### src/hw/dcmc_defs.svh
// Constants for the dual channel measurement configuration block.
// Assumes inclusion by bare name from the package and the main module.
`ifndef DCMC_DEFS_SVH
`define DCMC_DEFS_SVH

// ----------------------------------------
// Register addresses and width
// ----------------------------------------
`define DCMC_ADDR_W          4
`define DCMC_ADDR_CHAN_A     4'h1
`define DCMC_ADDR_CHAN_B     4'h2
`define DCMC_CFG_W           17

// ----------------------------------------
// Field positions
// ----------------------------------------
`define DCMC_CALSEL_HI       16
`define DCMC_CALSEL_LO       14
`define DCMC_PATH_HI         13
`define DCMC_PATH_LO         9
`define DCMC_CURRENT_BIT     9
`define DCMC_GAIN_HI         8
`define DCMC_GAIN_LO         7
`define DCMC_OSF_BIT         6
`define DCMC_OSR_BIT         5
`define DCMC_CHOP_BIT        4
`define DCMC_AVG_HI          3
`define DCMC_AVG_LO          0

// ----------------------------------------
// Reset values
// ----------------------------------------
`define DCMC_CHAN_A_RST      17'h003c0
`define DCMC_CHAN_B_RST      17'h018c0

// ----------------------------------------
// Field encodings
// ----------------------------------------
`define DCMC_PATH_SHUNT      5'h01
`define DCMC_PATH_VBUS       5'h08
`define DCMC_PATH_VBUS_TEMP  5'h0a
`define DCMC_PATH_VBUS_RSL   5'h0c
`define DCMC_PATH_U1         5'h10
`define DCMC_PATH_U1_TEMP    5'h12
`define DCMC_PATH_U1_RSL     5'h14
`define DCMC_AVG_RAW         4'hf
`define DCMC_AVG_MAX         4'ha
`define DCMC_FIXED_CAL       11'h60c
`define DCMC_GAIN_6          7'h06
`define DCMC_GAIN_24         7'h18
`define DCMC_GAIN_50         7'h32
`define DCMC_GAIN_100        7'h64
`define DCMC_OSR_64          8'h40
`define DCMC_OSR_128         8'h80
`define DCMC_CHOP_1          4'h1
`define DCMC_CHOP_4          4'h4
`define DCMC_CHOP_8          4'h8
`define DCMC_RAW_X_64        5'h03
`define DCMC_RAW_X_128       5'h06
`define DCMC_RAW_BASE        5'h0b
`define DCMC_OSF_EXT_LO_KHZ  13'h0800
`define DCMC_OSF_EXT_HI_KHZ  13'h1000
`define DCMC_OSF_INT_LO_KHZ  13'h0084
`define DCMC_OSF_INT_HI_KHZ  13'h0108

`endif

### src/hw/dcmc_pkg.sv
// Types for the dual channel measurement configuration block.
// Assumes dcmc_defs.svh is on the include path.
`include "dcmc_defs.svh"

package dcmc_pkg;

  typedef logic [`DCMC_CFG_W-1:0] dcmc_cfg_t;

  // Path routing decoded from the switch field
  typedef enum logic [2:0] {
    DCMC_ROUTE_SHUNT    = 3'h0,
    DCMC_ROUTE_VBUS     = 3'h1,
    DCMC_ROUTE_VBUS_TMP = 3'h3,
    DCMC_ROUTE_VBUS_RSL = 3'h2,
    DCMC_ROUTE_U1       = 3'h6,
    DCMC_ROUTE_U1_TMP   = 3'h7,
    DCMC_ROUTE_U1_RSL   = 3'h5,
    DCMC_ROUTE_ILLEGAL  = 3'h4
  } dcmc_route_t;

  // Measurement sequencer state
  typedef enum logic [1:0] {
    DCMC_SEQ_IDLE = 2'h0,
    DCMC_SEQ_A    = 2'h1,
    DCMC_SEQ_B    = 2'h3
  } dcmc_seq_t;

endpackage : dcmc_pkg

### src/hw/dcmc_field_decode.sv
// Decoder from one channel configuration word to analog and filter controls.
// Assumes a stable input word; purely combinational.
`timescale 1ns/1ps
`default_nettype none
`include "dcmc_defs.svh"

module dcmc_field_decode (
  // Configuration in
  input  wire logic               [16:0] cfg_i,
  input  wire logic                      chop_en_i,
  input  wire logic                      dechop_en_i,
  // Decoded controls
  output logic                    [4:0]  path_sw_o,
  output dcmc_pkg::dcmc_route_t          route_o,
  output logic                    [3:0]  cal_idx_o,
  output logic                           cal_fixed_o,
  output logic                    [6:0]  gain_o,
  output logic                    [12:0] osf_ext_khz_o,
  output logic                    [12:0] osf_int_khz_o,
  output logic                    [7:0]  osr_o,
  output logic                    [3:0]  chop_ratio_o,
  output logic                    [10:0] avg_count_o,
  output logic                           raw_mode_o,
  output logic                           avg_test_o,
  output logic                    [4:0]  raw_shift_o
);
  import dcmc_pkg::*;

  logic [2:0] volt_calib_select;
  logic [1:0] gain_select;
  logic [3:0] average_count_sel;
  logic       current_path_switch;

  assign volt_calib_select   = cfg_i[`DCMC_CALSEL_HI:`DCMC_CALSEL_LO];
  assign gain_select         = cfg_i[`DCMC_GAIN_HI:`DCMC_GAIN_LO];
  assign average_count_sel   = cfg_i[`DCMC_AVG_HI:`DCMC_AVG_LO];
  assign current_path_switch = cfg_i[`DCMC_CURRENT_BIT];

  // Switch bits drive the mux directly, positive logic
  assign path_sw_o = cfg_i[`DCMC_PATH_HI:`DCMC_PATH_LO];

  always_comb begin
    case (path_sw_o)
      `DCMC_PATH_SHUNT:     route_o = DCMC_ROUTE_SHUNT;
      `DCMC_PATH_VBUS:      route_o = DCMC_ROUTE_VBUS;
      `DCMC_PATH_VBUS_TEMP: route_o = DCMC_ROUTE_VBUS_TMP;
      `DCMC_PATH_VBUS_RSL:  route_o = DCMC_ROUTE_VBUS_RSL;
      `DCMC_PATH_U1:        route_o = DCMC_ROUTE_U1;
      `DCMC_PATH_U1_TEMP:   route_o = DCMC_ROUTE_U1_TMP;
      `DCMC_PATH_U1_RSL:    route_o = DCMC_ROUTE_U1_RSL;
      default:              route_o = DCMC_ROUTE_ILLEGAL;
    endcase
  end

  // Index 0..3 current constants, 4..9 voltage constants
  always_comb begin
    cal_fixed_o = 1'b0;
    if (current_path_switch) begin
      cal_idx_o = {2'b00, gain_select};
    end else if (volt_calib_select[2] && volt_calib_select[1]) begin
      cal_idx_o   = 4'h4;
      cal_fixed_o = 1'b1;
    end else begin
      cal_idx_o = 4'h4 + {1'b0, volt_calib_select};
    end
  end

  always_comb begin
    case (gain_select)
      2'h0:    gain_o = `DCMC_GAIN_6;
      2'h1:    gain_o = `DCMC_GAIN_24;
      2'h2:    gain_o = `DCMC_GAIN_50;
      default: gain_o = `DCMC_GAIN_100;
    endcase
  end

  assign osf_ext_khz_o = cfg_i[`DCMC_OSF_BIT] ? `DCMC_OSF_EXT_HI_KHZ : `DCMC_OSF_EXT_LO_KHZ;
  assign osf_int_khz_o = cfg_i[`DCMC_OSF_BIT] ? `DCMC_OSF_INT_HI_KHZ : `DCMC_OSF_INT_LO_KHZ;
  assign osr_o         = cfg_i[`DCMC_OSR_BIT] ? `DCMC_OSR_128 : `DCMC_OSR_64;

  // Both enables off makes every cycle active
  always_comb begin
    if (!chop_en_i && !dechop_en_i) begin
      chop_ratio_o = `DCMC_CHOP_1;
    end else begin
      chop_ratio_o = cfg_i[`DCMC_CHOP_BIT] ? `DCMC_CHOP_8 : `DCMC_CHOP_4;
    end
  end

  assign raw_mode_o  = (average_count_sel == `DCMC_AVG_RAW);
  assign avg_test_o  = (average_count_sel > `DCMC_AVG_MAX) && !raw_mode_o;
  // Reserved and raw codes still report one result per conversion
  assign avg_count_o = (average_count_sel > `DCMC_AVG_MAX) ? 11'h001
                     : (11'h001 << average_count_sel);
  // Raw scale exponent 11+x; host divides by the applied constant
  assign raw_shift_o = `DCMC_RAW_BASE
                     + (cfg_i[`DCMC_OSR_BIT] ? `DCMC_RAW_X_128 : `DCMC_RAW_X_64);

endmodule : dcmc_field_decode
`default_nettype wire

### src/hw/dcmc_top.sv
// Channel A/B measurement configuration registers with decoded controls.
// Assumes a serial front end delivering whole, accepted register words.
//
// What this block does
// Channel A seventeen bit configuration register
// Power-up defaults for both channel registers
// Channel B register identical to channel A
// Path switch bits are positive logic
// Voltage calibration select; codes six, seven fixed
// Shunt and voltage bus path patterns
// Unity gain voltage bus path patterns
// Host writes only listed path patterns
// Gain code selects 6, 24, 50, 100
// Oversampling frequency bit selects clock rate
// Oversampling ratio bit selects 64 or 128
// Chopping ratio bit selects 4 or 8
// Chop and dechop off gives ratio one
// Averaging code n up to ten averages two power n
// Averaging code fifteen selects raw mode
// Raw scale exponent eleven plus x
// Current switch selects constant by gain
// Chop enables come from general register
// Sequence mode alternates A and B measurements
// Channel registers update only after accepted writes
// Present configuration of measured channel
`timescale 1ns/1ps
`default_nettype none
`include "dcmc_defs.svh"

module dcmc_top (
  // Clock and reset
  input  wire logic                      core_clk_i,
  input  wire logic                      rst_n_i,
  // Register write from serial front end
  input  wire logic                      wr_done_i,
  input  wire logic                      wr_ok_i,
  input  wire logic               [3:0]  wr_addr_i,
  input  wire logic               [16:0] wr_data_i,
  // Register read
  input  wire logic               [3:0]  rd_addr_i,
  output logic                    [16:0] rd_data_o,
  // General configuration bits
  input  wire logic                      chop_en_i,
  input  wire logic                      dechop_en_i,
  input  wire logic               [3:0]  seq_len_i,
  // Measurement sequencing from the converter
  input  wire logic                      seq_mode_i,
  input  wire logic                      seq_start_i,
  input  wire logic                      meas_done_i,
  input  wire logic                      use_chan_b_i,
  // Decoded controls to analog path and filter
  output logic                           meas_chan_b_o,
  output logic                           seq_busy_o,
  output logic                    [16:0] active_cfg_o,
  output logic                    [4:0]  path_sw_o,
  output dcmc_pkg::dcmc_route_t          route_o,
  output logic                    [3:0]  cal_idx_o,
  output logic                           cal_fixed_o,
  output logic                    [6:0]  gain_o,
  output logic                    [12:0] osf_ext_khz_o,
  output logic                    [12:0] osf_int_khz_o,
  output logic                    [7:0]  osr_o,
  output logic                    [3:0]  chop_ratio_o,
  output logic                    [10:0] avg_count_o,
  output logic                           raw_mode_o,
  output logic                           avg_test_o,
  output logic                    [4:0]  raw_shift_o
);
  import dcmc_pkg::*;

  // ----------------------------------------
  // Configuration registers
  // ----------------------------------------
  dcmc_cfg_t chan_a_config_r;
  dcmc_cfg_t chan_b_config_r;

  function automatic logic wr_hit(input logic [3:0] a, input logic [3:0] target);
    wr_hit = wr_done_i && wr_ok_i && (a == target);
  endfunction : wr_hit

  // Only a completed and accepted write loads a register
  always_ff @(posedge core_clk_i) begin
    if (!rst_n_i) begin
      chan_a_config_r <= `DCMC_CHAN_A_RST;
    end else if (wr_hit(wr_addr_i, `DCMC_ADDR_CHAN_A)) begin
      chan_a_config_r <= wr_data_i;
    end
  end

  always_ff @(posedge core_clk_i) begin
    if (!rst_n_i) begin
      chan_b_config_r <= `DCMC_CHAN_B_RST;
    end else if (wr_hit(wr_addr_i, `DCMC_ADDR_CHAN_B)) begin
      chan_b_config_r <= wr_data_i;
    end
  end

  always_ff @(posedge core_clk_i) begin
    if (!rst_n_i) begin
      rd_data_o <= '0;
    end else begin
      case (rd_addr_i)
        `DCMC_ADDR_CHAN_A: rd_data_o <= chan_a_config_r;
        `DCMC_ADDR_CHAN_B: rd_data_o <= chan_b_config_r;
        default:           rd_data_o <= '0;
      endcase
    end
  end

  // ----------------------------------------
  // A/B sequence
  // ----------------------------------------
  // Length code 0 means sixteen pairs
  dcmc_seq_t  seq_state_r;
  logic [4:0] seq_left_r;
  logic [4:0] seq_len_full;

  assign seq_len_full = (seq_len_i == 4'h0) ? 5'h10 : {1'b0, seq_len_i};

  always_ff @(posedge core_clk_i) begin
    if (!rst_n_i) begin
      seq_state_r <= DCMC_SEQ_IDLE;
      seq_left_r  <= 5'h00;
    end else begin
      case (seq_state_r)
        DCMC_SEQ_IDLE: begin
          if (seq_mode_i && seq_start_i) begin
            seq_state_r <= DCMC_SEQ_A;
            seq_left_r  <= seq_len_full;
          end
        end
        DCMC_SEQ_A: begin
          if (meas_done_i) begin
            seq_state_r <= DCMC_SEQ_B;
          end
        end
        DCMC_SEQ_B: begin
          if (meas_done_i) begin
            if (seq_left_r <= 5'h01) begin
              seq_state_r <= DCMC_SEQ_IDLE;
              seq_left_r  <= 5'h00;
            end else begin
              seq_state_r <= DCMC_SEQ_A;
              seq_left_r  <= seq_left_r - 5'h01;
            end
          end
        end
        default: begin
          seq_state_r <= DCMC_SEQ_IDLE;
        end
      endcase
    end
  end

  logic sel_b;
  assign sel_b = (seq_state_r == DCMC_SEQ_IDLE) ? use_chan_b_i : (seq_state_r == DCMC_SEQ_B);

  // ----------------------------------------
  // Decode of the measured channel
  // ----------------------------------------
  dcmc_cfg_t   sel_cfg;
  logic [4:0]  dec_path;
  dcmc_route_t dec_route;
  logic [3:0]  dec_cal_idx;
  logic        dec_cal_fixed;
  logic [6:0]  dec_gain;
  logic [12:0] dec_osf_ext;
  logic [12:0] dec_osf_int;
  logic [7:0]  dec_osr;
  logic [3:0]  dec_chop;
  logic [10:0] dec_avg;
  logic        dec_raw;
  logic        dec_test;
  logic [4:0]  dec_shift;

  assign sel_cfg = sel_b ? chan_b_config_r : chan_a_config_r;

  dcmc_field_decode u_decode (
    .cfg_i         (sel_cfg),
    .chop_en_i     (chop_en_i),
    .dechop_en_i   (dechop_en_i),
    .path_sw_o     (dec_path),
    .route_o       (dec_route),
    .cal_idx_o     (dec_cal_idx),
    .cal_fixed_o   (dec_cal_fixed),
    .gain_o        (dec_gain),
    .osf_ext_khz_o (dec_osf_ext),
    .osf_int_khz_o (dec_osf_int),
    .osr_o         (dec_osr),
    .chop_ratio_o  (dec_chop),
    .avg_count_o   (dec_avg),
    .raw_mode_o    (dec_raw),
    .avg_test_o    (dec_test),
    .raw_shift_o   (dec_shift)
  );

  // ----------------------------------------
  // Registered outputs
  // ----------------------------------------
  // One cycle behind the registers keeps every output a flop
  always_ff @(posedge core_clk_i) begin
    if (!rst_n_i) begin
      meas_chan_b_o <= 1'b0;
      seq_busy_o    <= 1'b0;
      active_cfg_o  <= `DCMC_CHAN_A_RST;
      path_sw_o     <= 5'h01;
      route_o       <= DCMC_ROUTE_SHUNT;
      cal_idx_o     <= 4'h3;
      cal_fixed_o   <= 1'b0;
      gain_o        <= `DCMC_GAIN_100;
      osf_ext_khz_o <= `DCMC_OSF_EXT_HI_KHZ;
      osf_int_khz_o <= `DCMC_OSF_INT_HI_KHZ;
      osr_o         <= `DCMC_OSR_64;
      chop_ratio_o  <= `DCMC_CHOP_4;
      avg_count_o   <= 11'h001;
      raw_mode_o    <= 1'b0;
      avg_test_o    <= 1'b0;
      raw_shift_o   <= 5'h0e;
    end else begin
      meas_chan_b_o <= sel_b;
      seq_busy_o    <= (seq_state_r != DCMC_SEQ_IDLE);
      active_cfg_o  <= sel_cfg;
      path_sw_o     <= dec_path;
      route_o       <= dec_route;
      cal_idx_o     <= dec_cal_idx;
      cal_fixed_o   <= dec_cal_fixed;
      gain_o        <= dec_gain;
      osf_ext_khz_o <= dec_osf_ext;
      osf_int_khz_o <= dec_osf_int;
      osr_o         <= dec_osr;
      chop_ratio_o  <= dec_chop;
      avg_count_o   <= dec_avg;
      raw_mode_o    <= dec_raw;
      avg_test_o    <= dec_test;
      raw_shift_o   <= dec_shift;
    end
  end

endmodule : dcmc_top
`default_nettype wire
### config.mk
export PLATFORM = sky130hd
export DESIGN_NAME = dcmc_top
export DESIGN_NICKNAME = d
export VERILOG_FILES = /design/src/hw/dcmc_pkg.sv /design/src/hw/dcmc_field_decode.sv /design/src/hw/dcmc_top.sv
export VERILOG_INCLUDE_DIRS = /design/src /design/src/hw
export SDC_FILE = /design/constraint.sdc
export NUM_CORES = 1
export LEC_CHECK = 0
export ABC_AREA = 1
export BUFFER_PORTS_ARGS = -buffer_cell sky130_fd_sc_hd__buf_2
export CORE_MARGIN = 2
export CORE_UTILIZATION = 28
export DETAILED_ROUTE_END_ITERATION = 12
export HOLD_SLACK_MARGIN = 0.15
export SLEW_MARGIN = 5
export SYNTH_ARGS = -nofsm -noshare
export SYNTH_HDL_FRONTEND = slang
export SYNTH_SLANG_ARGS = --single-unit
### constraint.sdc
create_clock -name core_clk_i -period 1.65 [get_ports core_clk_i]
set_input_delay 0.33 -clock core_clk_i [delete_from_list [all_inputs] [get_ports core_clk_i]]
set_output_delay 0.33 -clock core_clk_i [all_outputs]
set_load 0.005 [all_outputs]
==> metrics.cfg, run 1 <==
[power_and_ir_drop]
pwr-share-comb_pct = 19.8
p_seq_share_pct = 44.0
powerDensity_mw_per_mm2 = 1150
switchingPower_uw = 1870
switching_share_pct = 28.4
clockPowerShare_pct = 36.2
p_int_uw = 4710
irDropWorstVdd_mv = 0.436
power_leakage_uw = 0.00261

[yosys]
synth-xor-area-share_pct = 0.193
synth_top_family_by_area = simple AND/OR/NAND/NOR gates
synth_ff_type = dfxtp_1
synth_seq_cells = 109
yosysSeqAreaShare_pct = 48.1
yosys.area_share.simple_pct = 18.2
async_flop_share_pct = 0
synth_area_mm2 = 0.00453
syn_inst = 562
synth-adder-area-share_pct = 1.66
avgSynthCellArea_um2 = 8.07
synthDominantAreaCellType = dfxtp_1
ys_top_cells_by_area = dfxtp_1 (48%), buf_4 (7.3%), inv_1 (6.9%)
yosysWarnings = 0
synth_mux_area_share_pct = 0
synth_compound_area_share_pct = 15.0
ys_types = 39
synth_edf_count = 0
synth_top_area_share_pct = 48.1

[setup_path]
cp_num_buf_inv = 1
worstPathMaxFanout = 7
setup.worst_path.class = reg2reg
cp_slowest_cell = dfxtp_4
critPathMaxStageDelay_ns = 0.38
critPathCaptureType = register
cp.arrival_ns = 1.89
r2r_start = seq_state_r[1]
crit_required_ns = 1.93
cp-start-kind = register
r2r_slack_ns = 0.04
timing.rr.end = route_o[1]
r2r_cells = 11
cp_top_family = simple AND/OR/NAND/NOR gates
path_cells = nand2_4 -> buf_6 -> nand2_1 -> nand3_1 -> nand2_2 -> nand3_2 -> nor2_2 -> nor2_2 -> o21ai_1 -> nor2_1 -> nor2_1

[timing]
fin_crit_ns = 1.61
drv_slew = 0
finalHoldViolCount = 0
finalSetupViolations = 0
clock_skew_ns = 0.00897
fmax_mhz = 621
fin_crit_sh_pct = 97.5
rsz0062_at_grt = yes

[cts]
cts_buffer_depth = 2
cts.clk_slew.worst_paths_ns = 0.08
cts_made_buffers = 9
cts_hold_buf = 0
clock_sinks = 109
clock_tree.root_cell = clkbuf_16
htreeDepth = 3
cts_tree = yes
clock_latency_ns = 0.35

[floorplan]
initial_utilization_pct = 28.6
die_h_um = 131
dieWidth_um = 131
io_pins = 151
rows = 46
design.core.area_mm2 = 0.0158
die-area_mm2 = 0.0172

[cells_and_area]
drive_gt1_share_pct = 31.3
final_nets = 728
design_area_mm2 = 0.00572
fin_cells = 904
diodes = 0
area_growth_pct = 26.2
final_common_cell = buf_2
final_cell_mix = buf_2 (122), dfxtp_1 (107), inv_1 (80), nor2_1 (59), nand2_1 (57)

[worst_hold_path]
hp-start = chop_en_i
hold_class = in2reg
min_to = chop_ratio_o[0]
whs_path_depth = 2

[grt]
grt_pass1_wl_um = 17000
grt_pass1_vias = 3395
grt_max_degree = 34
track_usage_pct = 12.3
antenna_found_initial = 0
grt_overflow_total = 0

[run]
max-cap-violations = 0

[routing]
vias = 3765
wirelength_um = 11000
post-route-drc-count = 0
wl_per_cell_um = 12.1
drt-initial-drc-count = 204
postRouteAntennaNets = 0
first_pass_iters = 4
routed_via_density = 4.16

[placement]
place_hpwl_um = 8110
place.gp.congestion = 0.791
portBuffers = 122
place_area_mm2 = 0.00527
place_inst = 886

[status]
status = finished, final reports clean

## timing repair
action,in CTS,in global routing
gates cloned,0,1
hold endpoints to repair,0,0
pin swaps,0,4
setup buffers,0,1
resized for setup,1,25
endpoints found under the setup margin,3,14
## worst reg2reg max path, stage by stage, from the launching register on
cell and delay (ns):
dfxtp_4 0.38, nand2_4 0.10, buf_6 0.15, nand2_1 0.11, nand3_1 0.09, nand2_2 0.11, nand3_2 0.12, nor2_2 0.15
nor2_2 0.07, o21ai_1 0.08, nor2_1 0.06, nor2_1 0.12
## metal layers
metal	track usage, %	up-vias	share of wire (%)
met2	19.7	107	47
met1	15.5	1678	45
li1	-	1969	-
met4	4.83	0	1.7
met5	0	-	0
met3	3.82	11	6.1
## area by class of cell
class / count / area (um^2)
Fill cell: 1683 / 10100
Clock buffer: 9 / 225
Inverter: 89 / 334
Clock inverter: 7 / 109
Timing Repair Buffer: 144 / 796
Sequential cell: 109 / 2190
Multi-Input combinational cell: 330 / 1800
Tap cell: 216 / 270
## state kept, by name (all words and copies together) (netlist names)
register / flops
seq_left_r: 5
active_cfg_o: 17
meas_chan_b_o: 1
avg_count_o: 11
gain_o: 6
raw_shift_o: 1
raw_mode_o: 1
chop_ratio_o: 3
seq_busy_o: 1
route_o: 3
cal_fixed_o: 1
chan_b_config_r: 17
chan_a_config_r: 17
rd_data_o: 17
avg_test_o: 1
osf_ext_khz_o: 1
seq_state_r: 2
cal_idx_o: 4
## Yosys cell counts (2+ instances only)
cell	count
a21oi_1	37
a221oi_1	2
buf_4	44
buf_6	2
clkbuf_1	14
dfxtp_1	109
ha_1	6
inv_1	83
inv_2	5
nand2_1	58
nand2_2	8
nand2_4	3
nand3_1	18
nand3_2	3
nor2_1	65
nor2_2	3
nor3_1	13
nor4_4	2
o211ai_1	8
o21ai_0	25
o21ai_1	15
o21ai_2	6
o22ai_1	17
## logic make-up after synthesis
| group | count (synthesis) |
|---|---|
| other | 1 |
| AO/OA/AOI/OAI | 117 |
| adder cells (fa/ha/maj) | 6 |
| buffers and inverters | 151 |
| XOR/XNOR | 1 |
| AND/OR/NAND/NOR | 177 |
| flip-flops | 109 |
## power groups by stage
stage,combinational [uW],clock (uW),sequential (uW)
5_1_grt,1460,2560,2910
6_report,1300,2380,2890
4_1_cts,1230,2460,2890
3_5_place_dp,1220,0,2950
2_1_floorplan,852,0,2970
3_3_place_gp,1200,0,2950
## stage by stage
| stage | setup WS [ns] | power (uW) | hold WS (ns) | utilization (%) | setup TNS (ns) |
|---|---|---|---|---|---|
| after global placement | 0.0310 | 4150 | 0.459 | 33.3 | 0 |
| after detailed placement | -0.00603 | 4170 | 0.463 | 33.3 | -0.00748 |
| after floorplan | 0.0168 | 3820 | 0.419 | - | 0 |
| after global routing | -0.0570 | 6940 | 0.172 | 36.2 | -0.0934 |
| after CTS | 0.0158 | 6580 | 0.161 | 35.4 | 0 |
| final | 0.0409 | 6570 | 0.176 | 36.2 | 0 |
## worst max-delay path by stage
stage	to	startpoint	slack [ns]	cells after the start
after floorplan	gain_o[1]	seq_state_r[0]	0.02	12
after global placement	gain_o[1]	use_chan_b_i	0.03	9
after detailed placement	gain_o[1]	use_chan_b_i	-0.006	9
after CTS	route_o[1]	seq_state_r[1]	0.02	11
after global routing	route_o[1]	seq_state_r[0]	-0.06	11
final	route_o[1]	seq_state_r[1]	0.04	11
Note: power is estimated with default switching activity, not from simulation.
==> run 2, diff against run 1 <==
--- a/config.mk
+++ b/config.mk
@@ -9,9 +9,10 @@
 export ABC_AREA = 1
 export BUFFER_PORTS_ARGS = -buffer_cell sky130_fd_sc_hd__buf_2
 export CORE_MARGIN = 2
-export CORE_UTILIZATION = 28
+export CORE_UTILIZATION = 45
 export DETAILED_ROUTE_END_ITERATION = 12
 export HOLD_SLACK_MARGIN = 0.15
+export PLACE_DENSITY = 0.75
 export SLEW_MARGIN = 5
 export SYNTH_ARGS = -nofsm -noshare
 export SYNTH_HDL_FRONTEND = slang
==> metrics.cfg, run 2 (synthesized netlist as in run 1, its figures left out) <==
[cells_and_area]
drive_gt1_share_pct = 33.3  ; +2.0 points
nFillCells = 871  ; -48%
final_common_cell = buf_2
final_cell_mix = buf_2 (122), dfxtp_1 (107), inv_1 (82), nor2_1 (60), nand2_1 (49)
area_growth_pct = 25.7
final_util_pct = 58.3  ; +22 points
final_nets = 734  ; +0.82%

[timing]
rsz0062_at_grt = yes
fin_crit_ns = 1.66  ; +0.0469 ns
finalHoldViolCount = 0  ; unchanged
clock_skew_ns = 0.0176  ; +0.00860 ns
finalSetupViolations = 1  ; +1
drv_slew = 0  ; unchanged
setup_ws_ns = -0.00598  ; -0.0469 ns
fin_crit_sh_pct = 100  ; +2.8 points
fmax_mhz = 604  ; -2.8%

[grt]
met1_usage_pct = 24.0  ; +8.5 points
track_usage_pct = 18.6  ; +6.3 points
antenna_found_initial = 1  ; +1
grt_max_degree = 27  ; -21%
grt_pass1_vias = 3611  ; +6.4%
grt_pass1_wl_um = 16600  ; -2.4%
top_usage_layer = met2
use_met3_pct = 3.63  ; -0.19 points
grt_overflow_total = 0  ; unchanged
use_met2_pct = 30.0  ; +10 points

[run]
max-cap-violations = 0  ; unchanged

[routing]
wirelength_um = 10900  ; -0.34%
drt-initial-drc-count = 272  ; +33%
postRouteAntennaNets = 0  ; unchanged
post-route-drc-count = 0  ; unchanged
wl_per_cell_um = 13.2  ; +8.8%
first_pass_iters = 6  ; +2
routed_via_density = 4.84  ; +16%
vias = 4009  ; +6.5%

[cts]
cts_buffer_depth = 2  ; unchanged
cts_made_buffers = 9  ; unchanged
cts.clk_slew.worst_paths_ns = 0.12  ; +0.04 ns
clock_sinks = 109  ; unchanged
clock_tree.root_cell = clkbuf_8
htreeDepth = 3  ; unchanged
clock_latency_ns = 0.39  ; +0.04 ns
cts_tree = yes

[setup_path]
cp_top_family = simple AND/OR/NAND/NOR gates
cp_slowest_cell = dfxtp_4
cp_num_buf_inv = 1  ; unchanged
setup.worst_path.class = reg2reg
critPathMaxStageDelay_ns = 0.39  ; about the same
worstPathMaxFanout = 8  ; +1
crit_required_ns = 1.92  ; about the same
path_cells = nor2_4 -> nand2_4 -> buf_8 -> nand3_4 -> nand2_4 -> nand3_2 -> nor2_2 -> nor2_4 -> o21ai_1 -> nor2_1 -> nor2_1
cp-start-kind = register
cp.arrival_ns = 1.92  ; +0.03 ns
critPathCaptureType = register

[floorplan]
dieWidth_um = 104  ; -20%
die_h_um = 104  ; -20%
design.core.area_mm2 = 0.00977  ; -38%
die-area_mm2 = 0.0109  ; -37%
rows = 36  ; -22%
io_pins = 151  ; unchanged
initial_utilization_pct = 46.4  ; +18 points

[placement]
place_hpwl_um = 7750  ; -4.4%
portBuffers = 122  ; unchanged
place.gp.congestion = 0.869  ; +9.9%

[power_and_ir_drop]
irDropWorstVdd_mv = 0.445  ; +1.9%
power_uw = 5930  ; -9.8%
power_leakage_uw = 0.00262  ; +0.72%
powerDensity_mw_per_mm2 = 1040  ; -9.4%

[worst_hold_path]
hold_class = in2reg

[status]
violations = negative setup slack
status = finished, violations left

-- run 2: changes by cell type in the layout (fill, tap and decap cells not counted), moves of 3 or more --
| cell | change |
|---|---|
| nand3_2 | +3 |
| nand3_4 | +4 |
| nand2_1 | -8 |
| nand2_4 | +6 |
| nand3_1 | -7 |
| clkbuf_8 | +10 |
| clkbuf_16 | -8 |
-- run 2: path summary, 6_finish.rpt --
check / start / end / slack, ns / depth (start not counted)
max: seq_state_r[1] / route_o[1] / -0.006 / 11
min: dechop_en_i / chop_ratio_o[3] / 0.18 / 2
max reg2reg: seq_state_r[1] / route_o[1] / -0.006 / 11
min reg2reg: chan_a_config_r[5] / chan_a_config_r[5] / 0.50 / 2
-- run 2: power breakdown --
| part | switching [uW] | total [uW] | leakage, uW | internal, uW |
|---|---|---|---|---|
| clock network | 945 | 1570 | 0.000101 | 620 |
| registers | 86.2 | 2900 | 0.000888 | 2810 |
| logic | 869 | 1470 | 0.00164 | 598 |
-- run 2: what timing repair did --
item	CTS	global route
pin swaps	0	18
cloned	0	3
setup buffers	0	8
setup endpoints to repair	2	8
hold buffers	2	0
hold endpoints to repair	1	0
gates resized for setup	3	52
-- run 2: cell type report --
type / count / area [um^2] / share of cell area [%]
antenna: 1 / 2.50 / 0.0439
sequential: 109 / 2190 / 38.4
tap: 133 / 166 / 2.92
timing repair buffer: 149 / 867 / 15.2
clock inverter: 6 / 53.8 / 0.944
multi-input combinational: 331 / 1950 / 34.2
clock buffer: 10 / 138 / 2.42
inverter: 89 / 334 / 5.86
-- run 2: worst reg2reg max path, cell delays in order, from the launching register on --
cell and delay (ns):
dfxtp_4 0.39, nor2_4 0.14, nand2_4 0.14, buf_8 0.19, nand3_4 0.07, nand2_4 0.07, nand3_2 0.09, nor2_2 0.05
nor2_4 0.11, o21ai_1 0.09, nor2_1 0.16, nor2_1 0.06
-- run 2: per-stage QoR --
stage / setup slack [ns] / hold slack (ns) / instance area, um^2 / TNS (ns) / instances
after floorplan: 0.0168 / 0.419 / 4640 / 0 / 589
after global placement: 0.0950 / 0.460 / 5130 / 0 / 798
after detailed placement: 0.00352 / 0.468 / 5130 / 0 / 798
after CTS: 0.0251 / 0.183 / 5350 / 0 / 816
after global routing: -0.146 / 0.186 / 5700 / -0.344 / 828
final: -0.00598 / 0.180 / 5700 / -0.00598 / 828
-- run 2: per-layer routing --
| layer | vias up | wire length, um |
|---|---|---|
| met1 | 1801 | 4780 |
| met3 | 24 | 808 |
| met4 | 0 | 293 |
| met2 | 198 | 5040 |
| li1 | 1986 | - |
| met5 | - | 0 |
